### src/shared/scr_defs.svh
`ifndef SCR_DEFS_SVH
`define SCR_DEFS_SVH
// Function
// - low four word bits pick the register; 0000 to 0100 reach registers 0 to 4
// - register 0 write with bit 21 set starts band calibration, else band kept
// - register 0 bit 20 picks prescaler 4/5 or 8/9
// - register 1 bits 27:4 hold the 24-bit main fraction numerator
// - auxiliary fraction and modulus are upper part times 2^14 plus lower part
// - buffered fields wait in a shadow stage until register 0 is written
// - register 0 write resets the modulator unless register 3 bit 30 is set
// - register 3 bit 29 enables output phase resynchronisation
// - with register 3 bit 28 set each register 0 write adds the phase value
// - register 4 bit 26 doubles the reference, both reference edges active
// - register 4 bit 25 adds a toggle divide-by-two after the R counter
// - a 10-bit R counter divides the reference by 1 to 1023
// - register 4 bit 14 enables shadowing of the output divider select
// - register 4 bit 8 picks multiplexer output level, 1.8 V or 3.3 V
// - register 4 bit 7 sets phase detector polarity, one is positive
// - register 4 bit 6 powers down; registers and serial loading stay alive
// - register 4 bit 5 forces the charge pump into three-state
// - register 4 bit 4 holds N counter, R counter and band select in reset
// - when shadowing, register 6 bits 23:21 apply at next register 0 write

// ==========================================
// register addresses
`define SCR_A_R0     4'h0
`define SCR_A_R1     4'h1
`define SCR_A_R2     4'h2
`define SCR_A_R3     4'h3
`define SCR_A_R4     4'h4
`define SCR_A_R5     4'h5
`define SCR_A_R6     4'h6
`define SCR_A_R13    4'hD
// ==========================================
// register 0 fields
`define SCR_CAL_BIT  21
`define SCR_PRE_BIT  20
`define SCR_INT_HI   19
`define SCR_INT_LO   4
// register 1 field
`define SCR_F1_HI    27
`define SCR_F1_LO    4
// registers 2 and 13 fields
`define SCR_AUXF_HI  31
`define SCR_AUXF_LO  18
`define SCR_AUXM_HI  17
`define SCR_AUXM_LO  4
// register 3 fields
`define SCR_SDD_BIT  30
`define SCR_RSY_BIT  29
`define SCR_PST_BIT  28
`define SCR_PH_HI    27
`define SCR_PH_LO    4
// register 4 fields
`define SCR_MUX_HI   29
`define SCR_MUX_LO   27
`define SCR_DBL_BIT  26
`define SCR_HLV_BIT  25
`define SCR_RC_HI    24
`define SCR_RC_LO    15
`define SCR_SHD_BIT  14
`define SCR_CP_HI    13
`define SCR_CP_LO    10
`define SCR_LVL_BIT  8
`define SCR_POL_BIT  7
`define SCR_PD_BIT   6
`define SCR_TRI_BIT  5
`define SCR_CRS_BIT  4
// register 6 field
`define SCR_DIV_HI   23
`define SCR_DIV_LO   21
// ==========================================
// reset values
`define SCR_RC_RST   10'h001
`define SCR_POL_RST  1'b1
`endif

### src/shared/scr_pkg.sv
package scr_pkg;
  typedef logic [31:0] scr_word_t;
  typedef logic [23:0] scr_phase_t;
  typedef logic [13:0] scr_half_t;
  typedef logic [27:0] scr_aux_t;
  typedef logic [9:0]  scr_rdiv_t;
endpackage

### src/logic/scr_ref_path.sv
`timescale 1ns/1ps
`include "scr_defs.svh"
module scr_ref_path
  import scr_pkg::*;
(
  input  wire logic      core_clk,
  input  wire logic      rst_n,
  input  wire logic      ref_level,
  input  wire logic      doubler_en,
  input  wire logic      halver_en,
  input  wire scr_rdiv_t r_div,
  input  wire logic      hold,
  output logic           pfd_ref_ff
);
  logic      prev_ff;
  logic      half_ff;
  scr_rdiv_t cnt_ff;
  logic      edge_seen;
  logic      tick;
  scr_rdiv_t r_last;

  // ==========================================
  // edge select and terminal count
  always_comb begin
    edge_seen = doubler_en ? (ref_level ^ prev_ff) : (prev_ff & ~ref_level);
    r_last    = (r_div == 10'h000) ? 10'h000 : r_div - 10'h001;
    tick      = edge_seen && (cnt_ff >= r_last);
  end

  always_ff @(posedge core_clk or negedge rst_n) begin
    if (!rst_n) prev_ff <= 1'b0;
    else        prev_ff <= ref_level;
  end

  // ==========================================
  // R counter
  always_ff @(posedge core_clk or negedge rst_n) begin
    if (!rst_n)         cnt_ff <= 10'h000;
    else if (hold)      cnt_ff <= 10'h000;
    else if (tick)      cnt_ff <= 10'h000;
    else if (edge_seen) cnt_ff <= cnt_ff + 10'h001;
  end

  // ==========================================
  // toggle stage and output
  always_ff @(posedge core_clk or negedge rst_n) begin
    if (!rst_n)    half_ff <= 1'b0;
    else if (hold) half_ff <= 1'b0;
    else if (tick) half_ff <= ~half_ff;
  end

  always_ff @(posedge core_clk or negedge rst_n) begin
    if (!rst_n)         pfd_ref_ff <= 1'b0;
    else if (hold)      pfd_ref_ff <= 1'b0;
    else if (halver_en) pfd_ref_ff <= tick ? ~half_ff : half_ff;
    else                pfd_ref_ff <= tick;
  end
endmodule

### src/logic/scr_config_regs.sv
`timescale 1ns/1ps
`include "scr_defs.svh"
module scr_config_regs
  import scr_pkg::*;
(
  input  wire logic  core_clk,
  input  wire logic  rst_n,
  input  wire logic  prog_clk,
  input  wire logic  prog_data,
  input  wire logic  prog_load,
  input  wire logic  reference_input,
  output logic [15:0] integer_divide_ff,
  output logic        prescaler_select_ff,
  output logic        vco_band_calibration_ff,
  output scr_phase_t  main_fraction_numerator_ff,
  output scr_aux_t    auxiliary_fraction_ff,
  output scr_aux_t    auxiliary_modulus_ff,
  output logic        modulator_reset_ff,
  output logic        phase_resync_enable_ff,
  output logic        resync_start_ff,
  output scr_phase_t  phase_offset_ff,
  output logic [2:0]  test_output_multiplexer_ff,
  output logic [3:0]  pump_current_ff,
  output logic        output_level_select_ff,
  output logic        detector_polarity_ff,
  output logic        pump_hiz_ff,
  output logic        vco_power_ff,
  output logic        lock_detect_clear_ff,
  output logic        rf_outputs_enable_ff,
  output logic        counter_hold_ff,
  output logic        band_select_reset_ff,
  output logic [2:0]  rf_divider_select_ff,
  output logic        pfd_reference_ff
);
  // ==========================================
  // reset release
  logic rst_s1_ff;
  logic rst_n_ff;

  always_ff @(posedge core_clk or negedge rst_n) begin
    if (!rst_n) begin
      rst_s1_ff <= 1'b0;
      rst_n_ff  <= 1'b0;
    end else begin
      rst_s1_ff <= 1'b1;
      rst_n_ff  <= rst_s1_ff;
    end
  end

  // ==========================================
  // pin synchronisers
  logic [2:0] pclk_ff;
  logic [2:0] load_ff;
  logic [1:0] data_ff;
  logic [1:0] ref_ff;

  always_ff @(posedge core_clk or negedge rst_n_ff) begin
    if (!rst_n_ff) begin
      pclk_ff <= 3'h0;
      load_ff <= 3'h0;
      data_ff <= 2'h0;
      ref_ff  <= 2'h0;
    end else begin
      pclk_ff <= {pclk_ff[1:0], prog_clk};
      load_ff <= {load_ff[1:0], prog_load};
      data_ff <= {data_ff[0], prog_data};
      ref_ff  <= {ref_ff[0], reference_input};
    end
  end

  logic pclk_rise;
  logic load_rise;
  assign pclk_rise = pclk_ff[1] & ~pclk_ff[2];
  assign load_rise = load_ff[1] & ~load_ff[2];

  // ==========================================
  // serial shift register
  scr_word_t shift_ff;

  always_ff @(posedge core_clk or negedge rst_n_ff) begin
    if (!rst_n_ff)      shift_ff <= 32'h0000_0000;
    else if (pclk_rise) shift_ff <= {shift_ff[30:0], data_ff[1]};
  end

  // ==========================================
  // address decode
  logic [3:0] addr;
  logic       w0;
  logic       w1;
  logic       w2;
  logic       w3;
  logic       w4;
  logic       w6;
  logic       w13;

  assign addr = shift_ff[3:0];
  assign w0   = load_rise && (addr == `SCR_A_R0);
  assign w1   = load_rise && (addr == `SCR_A_R1);
  assign w2   = load_rise && (addr == `SCR_A_R2);
  assign w3   = load_rise && (addr == `SCR_A_R3);
  assign w4   = load_rise && (addr == `SCR_A_R4);
  assign w6   = load_rise && (addr == `SCR_A_R6);
  assign w13  = load_rise && (addr == `SCR_A_R13);

  // ==========================================
  // shadow stage
  scr_phase_t frac_stg_ff;
  scr_half_t  auxf_lo_stg_ff;
  scr_half_t  auxm_lo_stg_ff;
  scr_half_t  auxf_hi_stg_ff;
  scr_half_t  auxm_hi_stg_ff;
  scr_phase_t phase_stg_ff;
  scr_rdiv_t  rdiv_stg_ff;
  logic       dbl_stg_ff;
  logic       hlv_stg_ff;
  logic [3:0] cp_stg_ff;
  logic [2:0] div_stg_ff;

  always_ff @(posedge core_clk or negedge rst_n_ff) begin
    if (!rst_n_ff) begin
      frac_stg_ff    <= 24'h00_0000;
      auxf_lo_stg_ff <= 14'h0000;
      auxm_lo_stg_ff <= 14'h0000;
      auxf_hi_stg_ff <= 14'h0000;
      auxm_hi_stg_ff <= 14'h0000;
      phase_stg_ff   <= 24'h00_0000;
      rdiv_stg_ff    <= `SCR_RC_RST;
      dbl_stg_ff     <= 1'b0;
      hlv_stg_ff     <= 1'b0;
      cp_stg_ff      <= 4'h0;
      div_stg_ff     <= 3'h0;
    end else begin
      if (w1) frac_stg_ff <= shift_ff[`SCR_F1_HI:`SCR_F1_LO];
      if (w2) begin
        auxf_lo_stg_ff <= shift_ff[`SCR_AUXF_HI:`SCR_AUXF_LO];
        auxm_lo_stg_ff <= shift_ff[`SCR_AUXM_HI:`SCR_AUXM_LO];
      end
      if (w13) begin
        auxf_hi_stg_ff <= shift_ff[`SCR_AUXF_HI:`SCR_AUXF_LO];
        auxm_hi_stg_ff <= shift_ff[`SCR_AUXM_HI:`SCR_AUXM_LO];
      end
      if (w3) phase_stg_ff <= shift_ff[`SCR_PH_HI:`SCR_PH_LO];
      if (w4) begin
        rdiv_stg_ff <= shift_ff[`SCR_RC_HI:`SCR_RC_LO];
        dbl_stg_ff  <= shift_ff[`SCR_DBL_BIT];
        hlv_stg_ff  <= shift_ff[`SCR_HLV_BIT];
        cp_stg_ff   <= shift_ff[`SCR_CP_HI:`SCR_CP_LO];
      end
      if (w6) div_stg_ff <= shift_ff[`SCR_DIV_HI:`SCR_DIV_LO];
    end
  end

  // ==========================================
  // immediate control bits
  logic sd_dis_ff;
  logic pstep_ff;
  logic shadow_en_ff;
  logic pd_ff;
  logic tri_ff;
  logic crst_ff;

  always_ff @(posedge core_clk or negedge rst_n_ff) begin
    if (!rst_n_ff) begin
      sd_dis_ff                  <= 1'b0;
      phase_resync_enable_ff     <= 1'b0;
      pstep_ff                   <= 1'b0;
      test_output_multiplexer_ff <= 3'h0;
      shadow_en_ff               <= 1'b0;
      output_level_select_ff     <= 1'b0;
      detector_polarity_ff       <= `SCR_POL_RST;
      pd_ff                      <= 1'b0;
      tri_ff                     <= 1'b0;
      crst_ff                    <= 1'b0;
    end else begin
      if (w3) begin
        sd_dis_ff              <= shift_ff[`SCR_SDD_BIT];
        phase_resync_enable_ff <= shift_ff[`SCR_RSY_BIT];
        pstep_ff               <= shift_ff[`SCR_PST_BIT];
      end
      if (w4) begin
        test_output_multiplexer_ff <= shift_ff[`SCR_MUX_HI:`SCR_MUX_LO];
        shadow_en_ff               <= shift_ff[`SCR_SHD_BIT];
        output_level_select_ff     <= shift_ff[`SCR_LVL_BIT];
        detector_polarity_ff       <= shift_ff[`SCR_POL_BIT];
        pd_ff                      <= shift_ff[`SCR_PD_BIT];
        tri_ff                     <= shift_ff[`SCR_TRI_BIT];
        crst_ff                    <= shift_ff[`SCR_CRS_BIT];
      end
    end
  end

  // ==========================================
  // register 0 write: frequency word and shadow transfer
  scr_rdiv_t r_div_ff;
  logic      dbl_ff;
  logic      hlv_ff;

  always_ff @(posedge core_clk or negedge rst_n_ff) begin
    if (!rst_n_ff) begin
      integer_divide_ff          <= 16'h0000;
      prescaler_select_ff        <= 1'b0;
      main_fraction_numerator_ff <= 24'h00_0000;
      auxiliary_fraction_ff      <= 28'h000_0000;
      auxiliary_modulus_ff       <= 28'h000_0000;
      r_div_ff                   <= `SCR_RC_RST;
      dbl_ff                     <= 1'b0;
      hlv_ff                     <= 1'b0;
      pump_current_ff            <= 4'h0;
    end else if (w0) begin
      integer_divide_ff          <= shift_ff[`SCR_INT_HI:`SCR_INT_LO];
      prescaler_select_ff        <= shift_ff[`SCR_PRE_BIT];
      main_fraction_numerator_ff <= frac_stg_ff;
      auxiliary_fraction_ff      <= {auxf_hi_stg_ff, auxf_lo_stg_ff};
      auxiliary_modulus_ff       <= {auxm_hi_stg_ff, auxm_lo_stg_ff};
      r_div_ff                   <= rdiv_stg_ff;
      dbl_ff                     <= dbl_stg_ff;
      hlv_ff                     <= hlv_stg_ff;
      pump_current_ff            <= cp_stg_ff;
    end
  end

  // ==========================================
  // register 0 write side effects
  always_ff @(posedge core_clk or negedge rst_n_ff) begin
    if (!rst_n_ff) begin
      vco_band_calibration_ff <= 1'b0;
      modulator_reset_ff      <= 1'b0;
      resync_start_ff         <= 1'b0;
    end else begin
      vco_band_calibration_ff <= w0 & shift_ff[`SCR_CAL_BIT];
      modulator_reset_ff      <= w0 & ~sd_dis_ff;
      resync_start_ff         <= w0 & phase_resync_enable_ff;
    end
  end

  always_ff @(posedge core_clk or negedge rst_n_ff) begin
    if (!rst_n_ff)                             phase_offset_ff <= 24'h00_0000;
    else if (w0 && pstep_ff)                   phase_offset_ff <= phase_offset_ff + phase_stg_ff;
    else if (w0 && phase_resync_enable_ff)     phase_offset_ff <= phase_stg_ff;
  end

  // ==========================================
  // output divider select
  always_ff @(posedge core_clk or negedge rst_n_ff) begin
    if (!rst_n_ff)                 rf_divider_select_ff <= 3'h0;
    else if (w6 && !shadow_en_ff)  rf_divider_select_ff <= shift_ff[`SCR_DIV_HI:`SCR_DIV_LO];
    else if (w0 && shadow_en_ff)   rf_divider_select_ff <= div_stg_ff;
  end

  // ==========================================
  // power-down, three-state and counter reset
  always_ff @(posedge core_clk or negedge rst_n_ff) begin
    if (!rst_n_ff) begin
      pump_hiz_ff          <= 1'b0;
      vco_power_ff         <= 1'b0;
      lock_detect_clear_ff <= 1'b1;
      rf_outputs_enable_ff <= 1'b0;
      counter_hold_ff      <= 1'b1;
      band_select_reset_ff <= 1'b1;
    end else begin
      pump_hiz_ff          <= pd_ff | tri_ff;
      vco_power_ff         <= ~pd_ff;
      lock_detect_clear_ff <= pd_ff;
      rf_outputs_enable_ff <= ~pd_ff;
      counter_hold_ff      <= pd_ff | crst_ff;
      band_select_reset_ff <= crst_ff;
    end
  end

  // ==========================================
  // reference path
  scr_ref_path u_ref_path (
    .core_clk   (core_clk),
    .rst_n      (rst_n_ff),
    .ref_level  (ref_ff[1]),
    .doubler_en (dbl_ff),
    .halver_en  (hlv_ff),
    .r_div      (r_div_ff),
    .hold       (counter_hold_ff),
    .pfd_ref_ff (pfd_reference_ff)
  );
endmodule

### config.mk
export PLATFORM = sky130hd
export DESIGN_NAME = scr_config_regs
export DESIGN_NICKNAME = d
export VERILOG_FILES = /design/src/shared/scr_pkg.sv /design/src/logic/scr_ref_path.sv /design/src/logic/scr_config_regs.sv
export VERILOG_INCLUDE_DIRS = /design/src /design/src/shared
export SDC_FILE = /design/constraint.sdc
export NUM_CORES = 1
export LEC_CHECK = 0
export ABC_AREA = 1
export BUFFER_PORTS_ARGS = -buffer_cell sky130_fd_sc_hd__buf_2
export CAP_MARGIN = 30
export CORE_MARGIN = 4
export CORE_UTILIZATION = 59
export CTS_BUF_LIST = sky130_fd_sc_hd__clkbuf_16
export DETAILED_ROUTE_END_ITERATION = 8
export PLACE_DENSITY = 0.84
export SETUP_SLACK_MARGIN = 0.1
export SYNTH_ARGS = -nofsm -noshare
export SYNTH_HDL_FRONTEND = slang
export SYNTH_SLANG_ARGS = --single-unit
### constraint.sdc
create_clock -name core_clk -period 12.5 [get_ports core_clk]
set_input_delay 1.875 -clock core_clk [delete_from_list [all_inputs] [get_ports core_clk]]
set_output_delay 1.875 -clock core_clk [all_outputs]
set_load 0.01 [all_outputs]
; Yosys cells after proc, flatten, opt, wreduce, memory -nomap -nowiden
; Index checks and enable logic that the tools add are counted.
[word_totals]
in_bits = 6
ff_bits = 340
elab_cells = 107
[op_classes]
reduce_logical = 18
bitwise = 15
eq_ne = 6
n_mux = 13
n_addsub = 3
n_lt_le_gt_ge = 1
[ops]
columns = cell, n
row1 = $mux 24, 2
row2 = $mux 10, 4
row3 = $add 24x24->24, 1
row4 = $logic_and 1x1->1, 12
row5 = $add 10x1->10 const B, 1
row6 = $ge 10x10->1, 1
row7 = $logic_not 10->1, 1
row8 = $sub 10x1->10 const B, 1
row9 = $eq 4x2->1 const B, 2
row10 = $eq 4x3->1 const B, 2
row11 = $and 1x1->1, 6
row12 = $mux 3, 2
row13 = $not 1->1, 6
row14 = $mux 1, 5
row15 = $eq 4x1->1 const B, 1
row16 = $eq 4x4->1 const B, 1
row17 = $logic_not 4->1, 1
row18 = $reduce_bool 2->1, 2
row19 = $reduce_bool 3->1, 1
row20 = $or 1x1->1, 2
row21 = $logic_not 1->1, 1
row22 = $xor 1x1->1, 1

; Depth between registers and ports, before layout
[logic_depth]
depth_word = 7
ltp_mapped = 17

; By module
; Synthesis repeated with hierarchy kept, for this count alone.
[unflattened]
cells_unflattened = 1720
area_unflattened_um2 = 14843.0
[by_module_without_submodules]
columns = module, area_per_inst_um2, cells_each, instances
row1 = scr_config_regs, 13608.1, 1548, 1
row2 = scr_ref_path, 1234.9, 172, 1

; Worst setup path before layout
; OpenSTA, ideal clock, no wires.
[synth_timing]
kind = flip-flop to output port
startpoint = register counter_hold_ff
endpoint = output port counter_hold_ff
slack_ps = 10080
path_buffers = 0
path_stages_with_launch = 1
arrival_ps = 545
cell_sequence = dfstp_2
[synth_rtl]
columns = item, line
row1 = from (decl), scr_config_regs.sv:30  ; output logic counter_hold_ff,
row2 = from (signal assigned), scr_config_regs.sv:265  ; counter_hold_ff <= pd_ff | crst_ff;
; No word-level cell between the ends.

; Worst setup path after layout
[layout_timing]
startpoint = register counter_hold_ff
endpoint = output port counter_hold_ff
; No word-level cell between the ends.

==> run_results.csv <==
group,metric,value,unit
sta,setup_viol,0,
synthesis,syn_area_per_cell,8.58,um^2
setup_path,startpoint_type,"flip-flop",
cells_and_area,area_growth,14.3,%
setup_path,worstPathCellList,"buf_2",
sta,fin_crit,3.10,ns
setup_path,startpoint,"counter_hold_ff$_DFF_PN1_",
synthesis,yosysUniqueCellTypes,39,
flow_run,drv_cap,0,
synthesis,synth_nets,1764,
floorplanning,coreArea,0.0245,mm^2
clock_tree,clock-sinks,340,
pwr,power,0.00249,W
sta,rsz0062_at_grt,"no",
global_routing,grtUsageMet3,4.76,%
synthesis,seq_area_frac_synth,57.7,%
sta,tns,0,ns
setup_path,critPathArrivalTime,1.22,ns
setup_path,worst-path-buf-inv,1,
sta,slew_violations,0,
setup_path,crit_path_top_delay_cell,"dfstp_2",
floorplanning,die_area,0.0276,mm^2
pwr,total_leakage_power,9.13,nW
synthesis,async_flop_share,100,%
setup_path,critPathMaxStageDelay,0.56,ns
synthesis,netlist_area,0.0147,mm^2
floorplanning,die_x,166,um
cells_and_area,antennaDiodeCount,0,
clock_tree,cts_resized,0,
detailed_routing,antenna_left,0,
clock_tree,h-tree-depth,2,
setup_path,r2r-end,"u_ref_path.cnt_ff[9]$_DFFE_PN0P_",
setup_path,required,10.62,ns
clock_tree,clkSlewWorstSetupHoldPaths,0.06,ns
setup_path,endpoint_kind,"output pin",
global_routing,antenna_found_initial,0,
global_routing,track_usage,27.1,%
place,hpwlAfterDp,24.3,mm
global_routing,overflow,0,
floorplanning,die_h,166,um
floorplanning,rows,57,
synthesis,synth_edf_count,0,
synthesis,synthTopCellsByArea,"dfrtp_1, nand2_1, o21ai_0",
detailed_routing,vias,12085,
min_path,hp-class,"reg2async",
pwr,powerDensity,148,mW/mm^2
pwr,ir_worst_vdd,0.0985,mV
synthesis,ys_ff_latch,340,
synthesis,synth_common_cells,"nand2_1, dfrtp_1, o21ai_0",
detailed_routing,routed_wl,37.4,mm
synthesis,synth_top_cell_by_area,"dfrtp_1",
place,pre_cts_ws,9.74,ns
detailed_routing,via_per_inst,5.49,
sta,final.setup_skew,0.0190,ns
detailed_routing,wl_per_cell,17.0,um
global_routing,grt_pass1_wl,61.1,mm
synthesis,synth.most_common_cell,"nand2_1",
global_routing,grt_use_met1,37.3,%
synthesis,yosysWarnings,0,
setup_path,critical-path-top-delay-family,"flip-flops",
clock_tree,clk_latency,0.53,ns
global_routing,grt.met2_usage,43.9,%
cells_and_area,fin_nets,1897,
setup_path,path_max_fanout,4,
sta,tightest_slew,0.881,ns
clock_tree,clock_path_buffers,3,
place,portBuffers,149,
cells_and_area,final_core_util,68.9,%
sta,slew_headroom,41.2,%
status,status,"complete, no violations",
clock_tree,cts.hold.buffers_added,0,
detailed_routing,drt_iter0_drc,1234,
global_routing,grt_max_degree,174,
synthesis,synth_cells,1720,
clock_tree,postCtsSetupBuffers,0,
sta,hold_viol,0,
sta,timing.hold.ws,0.136,ns
synthesis,synth_top_cell_area_share,56.7,%
clock_tree,cts_tree,"built",
setup_path,crit_type,"reg2out",
detailed_routing,drtPass1Iterations,6,
global_routing,busiest_layer,"met2",
floorplanning,start_util,60.3,%
sta,period_share,24.8,%
detailed_routing,route.detailed.drc,0,
clock_tree,cts_made_buffers,35,
setup_path,timing.reg2reg.setup_slack,9.67,ns
floorplanning,io_pins,150,
sta,timing.fmax,323,MHz
global_routing,grt_pass1_vias,11755,
sta,finalWorstSetupSlack,9.40,ns
setup_path,rr_startpoint,"r_div_ff[6]$_DFFE_PN0P_",
cells_and_area,drive_above_1_share,12.5,%
synthesis,synthFlopType,"dfrtp_1",
place,gp_congestion,0.899,
setup_path,rr_worst_depth,15,
clock_tree,root_buffer,"clkbuf_16",
[flip-flops by register name, summed over array words and instances, names as in the netlist, 16 cells and up]
register	cells
shift_ff	32
auxiliary_fraction_ff	28
auxiliary_modulus_ff	28
frac_stg_ff	24
main_fraction_numerator_ff	24
phase_offset_ff	24
phase_stg_ff	24
integer_divide_ff	16
[kinds of logic (layout without fill, tap and decap cells)]
logic type / count (synthesis) / in the layout / synth area share (%)
buf+inv: 217 / 373 / 5.91
fa+ha+maj: 38 / 38 / 3.27
compound gates: 261 / 261 / 9.26
xor+xnor: 14 / 14 / 0.831
simple gates: 849 / 849 / 23.0
other cells: 1 / 1 / 0.0254
flops: 340 / 340 / 57.7
[where the power goes]
| group | internal (W) | switching [W] | leakage, nW |
|---|---|---|---|
| sequential | 0.00118 | 0.0000568 | 4.65 |
| clock | 0.000569 | 0.000434 | 0.560 |
| combinational | 0.0000771 | 0.000169 | 3.93 |
| total | 0.00183 | 0.000660 | 9.13 |
[stage by stage]
stage                     instance area, um^2  std cells
after detailed placement                15700       2139
after CTS                               16800       2199
after global placement                  15700       2137
after floorplan                         14700       1720
final                                   16900       2200
after global routing                    16900       2200
[layout make-up]
type                    count  area (um^2)
clock buffers              36          901
clock inverters            24          190
fillers                  1813         7610
inverters                 150          564
multi-input cells        1163         5360
flip-flops and latches    340         8520
well taps                 324          405
repair buffers            163          911
[cells in the final DEF, fill, tap and decap left out, types with 4 or more instances in the layout]
master     count
nor2_1        76
nor3_1         7
xnor2_1        4
o21ai_1        8
nand3_1       48
ha_1          37
a21oi_1       31
buf_4         10
nand4_1       10
dfstp_2        6
clkbuf_16     36
or2_2          7
clkinv_2       4
xor2_1        10
inv_1        155
dfrtp_1      333
clkinv_1       5
a32oi_1       11
nand2_1      685
o21ai_0      203
nand3b_1       4
buf_2        149
[routing by layer]
metal | routed length (um) | part of all wire (%) | up-vias
li1 | - | - | 5709
met1 | 15600 | 42 | 5828
met2 | 18000 | 48 | 464
met3 | 2660 | 7.1 | 84
met4 | 1210 | 3.2 | 0
met5 | 0 | 0 | -
[worst max path at each step]
| stage | endpoint | cells after the start | slack, ns |
|---|---|---|---|
| 6_report | counter_hold_ff | 1 | 9.40 |
| 3_5_place_dp | auxiliary_modulus_ff[1]$_DFFE_PN0P_ | 3 | 9.74 |
| 4_1_cts | counter_hold_ff | 1 | 9.38 |
| 2_1_floorplan | auxf_hi_stg_ff[0]$_DFFE_PN0P_ | 0 | 2.33 |
| 5_1_grt | u_ref_path.cnt_ff[9]$_DFFE_PN0P_ | 14 | 9.30 |
| 3_3_place_gp | auxiliary_modulus_ff[0]$_DFFE_PN0P_ | 2 | 9.49 |
No activity file was read; power rests on OpenSTA's default activity.
